## src/design/fcl_pkg.sv

```systemverilog
// package of constants for the flash configuration register and read-latency link
// assumes: the host end makes the serial clock and the device end samples it, each with its own 125 MHz system clock
// Notes on behaviour
// plain read up to 50 MHz, no latency
// code 10b: fast 133, dual/quad 104
// host may keep faster code when slower
// standard variant: only quad I/O has mode
// enhanced variant adds mode for dual, ddr
// ddr with 5+ dummy may drive pattern
// SDR standard mode/dummy table per code
// DDR standard mode/dummy table per code
// SDR enhanced: dual I/O mode 4, dummy 0/0/1/2
// DDR enhanced mode/dummy table per code
// host never issues unsupported read
// origin bit: 0 top, 1 bottom
// one-time bits cannot return to zero; error
// host sets one-time bits before array use
// volatile protect field resets to 111
// param location bit: 1 top, 0 bottom
// uniform sectors ignore param location
// origin and param location independent
// quad bit repurposes protect and pause pins
// host sets quad before quad commands
// lock bit freezes protect, origin, location
// lock clears only on hard reset
// latency code selects mode and dummy cycles
// lookup by opcode, code and variant
package fcl_pkg;
  // ----------------------------------------------------------------
  // config register fields
  // ----------------------------------------------------------------
  localparam int CFG_LAT_HI    = 7;
  localparam int CFG_LAT_LO    = 6;
  localparam int CFG_ORIGIN    = 5;
  localparam int CFG_VOLAT     = 3;
  localparam int CFG_PLOC      = 2;
  localparam int CFG_QUAD      = 1;
  localparam int CFG_LOCK      = 0;
  localparam logic [7:0] CFG_RESET    = 8'h00;
  localparam logic [7:0] CFG_OTP_MASK = 8'h2C;
  localparam logic [2:0] PROT_VOL_RESET = 3'h7;
  localparam logic [2:0] PROT_SHIP      = 3'h0;
  localparam int STAT_PERR     = 6;
  // ----------------------------------------------------------------
  // opcodes
  // ----------------------------------------------------------------
  localparam logic [7:0] OP_WRITE_REGS = 8'h01;
  localparam logic [7:0] OP_READ_CFG   = 8'h35;
  localparam logic [7:0] OP_READ_STAT  = 8'h05;
  localparam logic [7:0] OP_SOFT_RESET = 8'hF0;
  // ----------------------------------------------------------------
  // link timing
  // ----------------------------------------------------------------
  localparam int CLK_MHZ       = 125;
  localparam int SCK_HALF_NS   = 40;
  localparam int SCK_HALF_CYC  = (SCK_HALF_NS * CLK_MHZ) / 1000;
  localparam int DLP_MIN_DUMMY = 5;

  // mode (hi nibble) and dummy (lo nibble) for an opcode; 8'hFF = not listed
  function automatic logic [7:0] lat_lookup(input logic [7:0] op, input logic [1:0] lc, input logic enh);
    logic [1:0] i;
    i = lc + 2'h1; // order 11,00,01,10 -> 0..3
    case (op)
      8'h03, 8'h13: lat_lookup = 8'h00;
      8'h0B, 8'h0C, 8'h3B, 8'h3C, 8'h6B, 8'h6C:
        lat_lookup = (i == 2'h0) ? 8'h00 : 8'h08;
      8'hBB, 8'hBC:
        lat_lookup = enh ? {4'h4, (i < 2'h2) ? 4'h0 : {2'h0, i - 2'h1}}
                         : {4'h0, 4'h4 + {2'h0, (i == 2'h0) ? 2'h0 : i - 2'h1}};
      8'hEB, 8'hEC:
        lat_lookup = {4'h2, (i == 2'h0) ? 4'h1 : (i == 2'h3) ? 4'h5 : 4'h4};
      8'h0D, 8'h0E:
        lat_lookup = enh ? {4'h4, (i == 2'h0) ? 4'h1 : (i == 2'h1) ? 4'h2 : {2'h0, i} + 4'h2}
                         : {4'h0, 4'h4 + {2'h0, i}};
      8'hBD, 8'hBE:
        lat_lookup = enh ? {4'h2, (i == 2'h0) ? 4'h2 : 4'h3 + {2'h0, i}}
                         : {4'h0, (i == 2'h0) ? 4'h4 : 4'h5 + {2'h0, i}};
      8'hED, 8'hEE:
        lat_lookup = {4'h1, (i == 2'h0) ? 4'h3 : 4'h5 + {2'h0, i}};
      default: lat_lookup = 8'hFF;
    endcase
  endfunction

  function automatic logic is_ddr(input logic [7:0] op);
    is_ddr = (op == 8'h0D) || (op == 8'h0E) || (op == 8'hBD) || (op == 8'hBE) ||
             (op == 8'hED) || (op == 8'hEE);
  endfunction
endpackage

```

## src/design/fcl_link_if.sv

```systemverilog
// serial link between host and flash configuration end
// assumes: the bench gives each data pin a single driver and leaves the enables unused
`timescale 1ns/10ps
interface fcl_link_if;
  logic sck;
  logic cs_n;
  logic mosi;
  logic miso;
  logic miso_oe_n;
  modport host (output sck, output cs_n, output mosi, input miso, input miso_oe_n);
  modport dev  (input sck, input cs_n, input mosi, output miso, output miso_oe_n);
endinterface

```

## src/design/fcl_dev.sv

```systemverilog
// device end: config register, protect field, latency lookup
// assumes: serial mode 0, msb first, one byte of opcode then payload
`timescale 1ns/10ps
module fcl_dev #(
  parameter bit UNIFORM = 1'b0,
  parameter bit ENHANCED = 1'b0
) (
  input  wire logic       CLOCK,
  input  wire logic       SYS_RST,
  input  wire logic       POWER_ON,
  input  wire logic       WP_N_PIN,
  input  wire logic       HOLD_N_PIN,
  input  wire logic [7:0] READ_OP,
  fcl_link_if.dev         LINK,
  output logic [7:0]      CFG,
  output logic [2:0]      PROT,
  output logic            PROG_ERR,
  output logic [3:0]      MODE_CYC,
  output logic [3:0]      DUMMY_CYC,
  output logic            READ_OK,
  output logic            LEARN_OK,
  output logic            PROT_TOP,
  output logic            PARAM_TOP,
  output logic            WP_N_EFF,
  output logic            HOLD_N_EFF
);
  // ----------------------------------------------------------------
  // pin synchronisers: three stages, change when last two agree
  // ----------------------------------------------------------------
  logic [2:0] sck_s_r, cs_s_r, mo_s_r;
  logic       sck_q_r, cs_q_r, mo_q_r, sck_prev_r;
  always_ff @(posedge CLOCK)
  begin
    sck_s_r <= {sck_s_r[1:0], LINK.sck};
    cs_s_r  <= {cs_s_r[1:0], LINK.cs_n};
    mo_s_r  <= {mo_s_r[1:0], LINK.mosi};
    if (sck_s_r[2] == sck_s_r[1]) sck_q_r <= sck_s_r[2];
    if (cs_s_r[2] == cs_s_r[1]) cs_q_r <= cs_s_r[2];
    if (mo_s_r[2] == mo_s_r[1]) mo_q_r <= mo_s_r[2];
    sck_prev_r <= sck_q_r;
  end
  wire rise = sck_q_r & ~sck_prev_r;
  wire fall = ~sck_q_r & sck_prev_r;

  // ----------------------------------------------------------------
  // shift engine
  // ----------------------------------------------------------------
  logic [4:0]  bit_cnt_r;
  logic [23:0] sh_r;
  logic [7:0]  op_r, out_r;
  // register state is declared here because the read answer below loads from it
  logic [7:0]  cfg_r, cfg_nxt;
  logic [2:0]  prot_r;
  logic        perr_r, otp_viol;
  always_ff @(posedge CLOCK)
  begin
    if (SYS_RST || cs_q_r)
    begin
      bit_cnt_r <= 5'h00;
      sh_r      <= 24'h000000;
    end
    else if (rise && bit_cnt_r != 5'h18)
    begin
      sh_r      <= {sh_r[22:0], mo_q_r};
      bit_cnt_r <= bit_cnt_r + 5'h01;
    end
  end
  always_ff @(posedge CLOCK)
  begin
    if (SYS_RST) op_r <= 8'h00;
    else if (rise && bit_cnt_r == 5'h07) op_r <= {sh_r[6:0], mo_q_r};
  end
  // read answer loads at opcode, shifts out on falling edges
  always_ff @(posedge CLOCK)
  begin
    if (SYS_RST) out_r <= 8'h00;
    else if (rise && bit_cnt_r == 5'h07)
      out_r <= ({sh_r[6:0], mo_q_r} == fcl_pkg::OP_READ_CFG) ? cfg_r :
               {1'b0, perr_r, 1'b0, prot_r, 2'h0};
    else if (fall && bit_cnt_r > 5'h08) out_r <= {out_r[6:0], 1'b0};
  end
  assign LINK.miso      = out_r[7];
  assign LINK.miso_oe_n = cs_q_r | (op_r != fcl_pkg::OP_READ_CFG && op_r != fcl_pkg::OP_READ_STAT)
                          | (bit_cnt_r < 5'h08);

  // end of frame: cs rising with a full write payload
  logic cs_prev_r;
  always_ff @(posedge CLOCK) cs_prev_r <= cs_q_r;
  wire frame_end = cs_q_r & ~cs_prev_r;
  wire do_write  = frame_end && op_r == fcl_pkg::OP_WRITE_REGS && bit_cnt_r == 5'h18;
  wire do_srst   = frame_end && op_r == fcl_pkg::OP_SOFT_RESET && bit_cnt_r == 5'h08;
  wire [7:0] new_stat = sh_r[15:8];
  wire [7:0] new_cfg  = sh_r[7:0];

  // ----------------------------------------------------------------
  // config register, protect field, error flag
  // ----------------------------------------------------------------
  always_comb
  begin
    cfg_nxt  = new_cfg;
    otp_viol = |(cfg_r & fcl_pkg::CFG_OTP_MASK & ~new_cfg);
    cfg_nxt  = cfg_nxt | (cfg_r & fcl_pkg::CFG_OTP_MASK);
    cfg_nxt[4] = 1'b0;
    if (cfg_r[fcl_pkg::CFG_LOCK])
    begin
      cfg_nxt[fcl_pkg::CFG_ORIGIN] = cfg_r[fcl_pkg::CFG_ORIGIN];
      cfg_nxt[fcl_pkg::CFG_PLOC]   = cfg_r[fcl_pkg::CFG_PLOC];
      cfg_nxt[fcl_pkg::CFG_LOCK]   = 1'b1;
    end
    if (UNIFORM) cfg_nxt[fcl_pkg::CFG_PLOC] = cfg_r[fcl_pkg::CFG_PLOC];
  end
  // power-on and hard reset both clear lock; soft reset keeps it
  always_ff @(posedge CLOCK)
  begin
    if (SYS_RST && POWER_ON) cfg_r <= fcl_pkg::CFG_RESET;
    else if (SYS_RST) cfg_r <= cfg_r & ~8'h01;
    else if (do_write) cfg_r <= cfg_nxt;
  end
  always_ff @(posedge CLOCK)
  begin
    if (SYS_RST && POWER_ON) prot_r <= fcl_pkg::PROT_SHIP;
    else if (SYS_RST || do_srst)
    begin
      if (cfg_r[fcl_pkg::CFG_VOLAT]) prot_r <= fcl_pkg::PROT_VOL_RESET;
    end
    else if (do_write && !cfg_r[fcl_pkg::CFG_LOCK]) prot_r <= new_stat[4:2];
  end
  always_ff @(posedge CLOCK)
  begin
    if (SYS_RST) perr_r <= 1'b0;
    else if (do_write && otp_viol) perr_r <= 1'b1;
  end

  // ----------------------------------------------------------------
  // latency lookup and pin roles
  // ----------------------------------------------------------------
  logic [7:0] lat;
  assign lat = fcl_pkg::lat_lookup(READ_OP, cfg_r[7:6], ENHANCED);
  always_ff @(posedge CLOCK)
  begin
    if (SYS_RST)
    begin
      MODE_CYC <= 4'h0;
      DUMMY_CYC <= 4'h0;
      READ_OK <= 1'b0;
      LEARN_OK <= 1'b0;
    end
    else
    begin
      MODE_CYC  <= lat[7:4];
      DUMMY_CYC <= lat[3:0];
      READ_OK   <= lat != 8'hFF;
      LEARN_OK  <= fcl_pkg::is_ddr(READ_OP) && lat[3:0] >= 4'(fcl_pkg::DLP_MIN_DUMMY);
    end
  end
  assign CFG        = cfg_r;
  assign PROT       = prot_r;
  assign PROG_ERR   = perr_r;
  assign PROT_TOP   = ~cfg_r[fcl_pkg::CFG_ORIGIN];
  assign PARAM_TOP  = cfg_r[fcl_pkg::CFG_PLOC] & ~UNIFORM;
  assign WP_N_EFF   = cfg_r[fcl_pkg::CFG_QUAD] | WP_N_PIN;
  assign HOLD_N_EFF = cfg_r[fcl_pkg::CFG_QUAD] | HOLD_N_PIN;
endmodule

```

## src/flat_wrapper.sv

```systemverilog
// flat-port wrapper written by rule: the top's interface ports become plain ports
module fcl_dev_flat 
#(
  parameter bit UNIFORM = 1'b0,
  parameter bit ENHANCED = 1'b0
)
  (CLOCK, SYS_RST, POWER_ON, WP_N_PIN, HOLD_N_PIN, READ_OP, CFG, PROT, PROG_ERR, MODE_CYC, DUMMY_CYC, READ_OK, LEARN_OK, PROT_TOP, PARAM_TOP, WP_N_EFF, HOLD_N_EFF, LINK_sck, LINK_cs_n, LINK_mosi, LINK_miso, LINK_miso_oe_n);
  fcl_link_if LINK_i ();
  input  wire logic CLOCK;
  input  wire logic SYS_RST;
  input  wire logic POWER_ON;
  input  wire logic WP_N_PIN;
  input  wire logic HOLD_N_PIN;
  input  wire logic [7:0] READ_OP;
  output logic [7:0] CFG;
  output logic [2:0] PROT;
  output logic PROG_ERR;
  output logic [3:0] MODE_CYC;
  output logic [3:0] DUMMY_CYC;
  output logic READ_OK;
  output logic LEARN_OK;
  output logic PROT_TOP;
  output logic PARAM_TOP;
  output logic WP_N_EFF;
  output logic HOLD_N_EFF;
  input wire logic [$bits(LINK_i.sck)-1:0] LINK_sck;
  input wire logic [$bits(LINK_i.cs_n)-1:0] LINK_cs_n;
  input wire logic [$bits(LINK_i.mosi)-1:0] LINK_mosi;
  output wire logic [$bits(LINK_i.miso)-1:0] LINK_miso;
  output wire logic [$bits(LINK_i.miso_oe_n)-1:0] LINK_miso_oe_n;
  assign LINK_i.sck = LINK_sck;
  assign LINK_i.cs_n = LINK_cs_n;
  assign LINK_i.mosi = LINK_mosi;
  assign LINK_miso = LINK_i.miso;
  assign LINK_miso_oe_n = LINK_i.miso_oe_n;
  fcl_dev #(.UNIFORM(UNIFORM), .ENHANCED(ENHANCED)) u_core (.CLOCK(CLOCK), .SYS_RST(SYS_RST), .POWER_ON(POWER_ON), .WP_N_PIN(WP_N_PIN), .HOLD_N_PIN(HOLD_N_PIN), .READ_OP(READ_OP), .LINK(LINK_i), .CFG(CFG), .PROT(PROT), .PROG_ERR(PROG_ERR), .MODE_CYC(MODE_CYC), .DUMMY_CYC(DUMMY_CYC), .READ_OK(READ_OK), .LEARN_OK(LEARN_OK), .PROT_TOP(PROT_TOP), .PARAM_TOP(PARAM_TOP), .WP_N_EFF(WP_N_EFF), .HOLD_N_EFF(HOLD_N_EFF));
endmodule
```

## config.mk

```make
export PLATFORM = sky130hd
export DESIGN_NAME = fcl_dev_flat
export DESIGN_NICKNAME = d
export VERILOG_FILES = /design/src/design/fcl_pkg.sv /design/src/design/fcl_link_if.sv /design/src/design/fcl_dev.sv /design/src/flat_wrapper.sv
export SDC_FILE = /design/constraint.sdc
export NUM_CORES = 1
export LEC_CHECK = 0
export BUFFER_PORTS_ARGS = -buffer_cell sky130_fd_sc_hd__buf_2
export CAP_MARGIN = 20
export CORE_MARGIN = 2
export CORE_UTILIZATION = 56
export DETAILED_ROUTE_END_ITERATION = 8
export PLACE_DENSITY = 0.87
export SYNTH_ARGS = -nofsm -noshare
export SYNTH_HDL_FRONTEND = slang
export SYNTH_SLANG_ARGS = --single-unit
export TNS_END_PERCENT = 20
```

## constraint.sdc

```tcl
create_clock -name CLOCK -period 2.2 [get_ports CLOCK]
set_clock_uncertainty 0.2 [all_clocks]
set_input_delay 0.44 -clock CLOCK [delete_from_list [all_inputs] [get_ports CLOCK]]
set_output_delay 0.44 -clock CLOCK [all_outputs]
set_load 0.01 [all_outputs]
```

==> impl_metrics.toml <==
[logic_synthesis]
yosysSeqAreaShare = 0.469
synthArstFlopShare = 0
synth.net_count = 367
yosysTopAreaCellShare = 0.438
yosysTopAreaCell = "dfxtp_1"
ys_types = 51
ys.flop_type = "dfxtp_1"
synth_area_um2 = 2970
syn_inst = 346
synth_edf_count = 3
avgSynthCellArea_um2 = 8.58
yosys_warnings = 0
synth_area_leaders = "dfxtp_1, nand2_1, a21oi_1, nor2_1, edfxtp_1"
synth_seq_cells = 68

[setup_path]
worstPathArrival_ps = 1420
crit_type = "reg2out"
worstPathMaxFanout = 3
path_cells = "nor4b_1 -> nand4_1 -> buf_2"
critical_path.max_stage_delay_ps = 430
crit_slowest_cell = "nor4b_1"
worstSetupStartpointType = "flip-flop"
endpoint_kind = "output pin"
worstPathRequired_ps = 1560

[timing]
rsz0062_at_grt = "no"
max_clock_freq_mhz = 486
setup_ws_ps = 142
tns_ps = 0
min_period_ps = 2060
period_share = 0.936
slew_viol_final = 0
setup_viol = 0
hold_viol = 0

[clock_network]
cts-htree-levels = 3
path_clk_slew_ps = 70
cts_tree = "built"
cts_inserted_buffers = 9
cts_buffer_depth = 2
clk_latency_ps = 340
clock-sinks = 68
root_buffer = "clkbuf_8"

[power]
seq_power_share = 0.503
power_density_nw_per_um2 = 727
ir_worst_vdd_uv = 587
leakagePower_nw = 1.34
p_int_mw = 1.97
p_clk_frac = 0.433
p_comb_frac = 0.063
swShare = 0.227
switchingPower_mw = 0.578

[route]
vias = 2607
viasPerCell = 5.58
drc = 0
detail-route-antenna-nets = 0
drt_iter0_markers = 171
dr.pass1.iters = 5
wl_per_cell_um = 14.1
wirelength_um = 6580

[die]
core_area_um2 = 5110
die_h_um = 76.8
die_area_um2 = 5900
placement_rows = 26
die_w_um = 76.8
initial_core_util = 0.581
io_pins = 44

[placement]
numPortBuffers = 42
hpwl_um = 4700
gp_congestion = 0.997
pre_cts_slack_ps = 101

[cells_and_area]
synthToLayoutAreaGrowth_pct = 17.9
final_core_utilization = 0.685
finalNetCount = 413
antennaDiodeCount = 0
layout-drive-gt1-share = 0.217

[min_path]
hp-class = "reg2reg"

[global_routing]
grt_pass1_wl_um = 10800
grt_overflow = 0
grt_max_degree = 32
antenna_found_initial = 0
track_usage = 0.232
first_global_vias = 2361

[status]
status = "finished, final reports clean"

[flow_run]
drv_cap = 0
Yosys cell counts, types with 4 or more instances:
library cell and instances:
a311oi_1 4, a21oi_1 42, xor2_1 7, buf_2 8
o21ai_0 7, a21o_1 6, o32ai_1 5, nand2_1 61
nor3_1 5, clkbuf_1 6, dfxtp_1 65, nor2_1 28
or2_2 4, inv_1 13, nand2b_1 4, xnor2_1 5
nand4_1 7, nand3_1 7, ha_1 5
state kept, by name (all words and copies together), names as in the netlist, 3 cells and up:
name	cells
u_core.bit_cnt_r	5
u_core.DUMMY_CYC	4
u_core.op_r	8
u_core.out_r	8
u_core.PROT	3
u_core.mo_s_r	3
u_core.MODE_CYC	3
u_core.sck_s_r	3
u_core.CFG	7
u_core.cs_s_r	3
u_core.sh_r	13
worst max-delay path: cells and delay by family (launching register included):
kind	cells	cell delay, ps
buffers and inverters	1	160
DFF	1	330
and+or+nand+nor	2	580
power groups by stage:
| stage | Sequential (mW) | Combinational (mW) | Clock, mW |
|---|---|---|---|
| final | 1.28 | 0.161 | 1.10 |
| after global routing | 1.28 | 0.175 | 1.18 |
| after CTS | 1.28 | 0.159 | 1.12 |
| after detailed placement | 1.31 | 0.153 | 0 |
| after global placement | 1.31 | 0.151 | 0 |
| after floorplan | 1.31 | 0.0982 | 0 |
per-stage QoR:
| stage | total power [mW] | area (um^2) | instances | hold WS (ps) |
|---|---|---|---|---|
| 6_report | 2.55 | 3500 | 467 | 130 |
| 3_5_place_dp | 1.46 | 3250 | 448 | 115 |
| 5_1_grt | 2.64 | 3500 | 467 | 146 |
| 2_1_floorplan | 1.41 | 2970 | 346 | 110 |
| 4_1_cts | 2.56 | 3490 | 467 | 132 |
| 3_3_place_gp | 1.46 | 3250 | 448 | 111 |
timing repair:
action                     4_1_cts  5_1_grt
setup buffers                    0        0
hold buffers                     3        0
resized for setup                0        2
hold endpoints to repair         3        0
setup endpoints to repair        0        5
kinds of logic (layout without fill, tap and decap cells):
kind of cell / Yosys count / after routing / synth area share
other: 1 / 1 / 0.00126
AO/OA/AOI/OAI: 83 / 83 / 0.177
multiplexers: 4 / 4 / 0.0139
flip-flops: 68 / 68 / 0.469
AND/OR/NAND/NOR: 139 / 139 / 0.230
buffers and inverters: 34 / 85 / 0.0527
adder cells (fa/ha/maj): 5 / 5 / 0.0211
XOR/XNOR: 12 / 12 / 0.0354
metal layers:
metal | part of all wire | track usage | vias to the layer above
met5 | 0 | 0 | -
met1 | 0.43 | 0.288 | 1205
li1 | - | - | 1288
met4 | 0.028 | 0.125 | 0
met3 | 0.061 | 0.0494 | 20
met2 | 0.48 | 0.376 | 94
area by class of cell:
| cell class | count | area (um^2) |
|---|---|---|
| clock buffer | 10 | 128 |
| tap | 70 | 87.6 |
| clock inverter | 6 | 88.8 |
| timing repair buffer | 56 | 323 |
| inverter | 13 | 48.8 |
| multi-input combinational | 244 | 1430 |
| fill | 401 | 1610 |
| sequential | 68 | 1390 |
worst paths after layout:
path	from	to	slack (ps)	cells after the start
worst max-delay path	u_core.op_r[1]	LINK_miso_oe_n	140	3
worst min-delay path	u_core.cs_s_r[0]	u_core.cs_s_r[1]	130	0
worst max register to register	u_core.bit_cnt_r[1]	u_core.out_r[7]	150	6
worst min register to register	u_core.cs_s_r[0]	u_core.cs_s_r[1]	130	0
layout by cell type, fill, tap and decap left out, types with 5 or more instances in the layout:
master / count
xor2_1: 7
a21oi_1: 41
nor2_1: 27
o32ai_1: 5
nand2_1: 61
nor3_1: 5
clkbuf_8: 9
a21o_1: 6
nand4_1: 7
buf_2: 42
nand3_1: 7
dfxtp_1: 65
o21ai_0: 7
ha_1: 5
buf_4: 11
inv_1: 13
xnor2_1: 5
No activity file was read; power rests on OpenSTA's default activity.
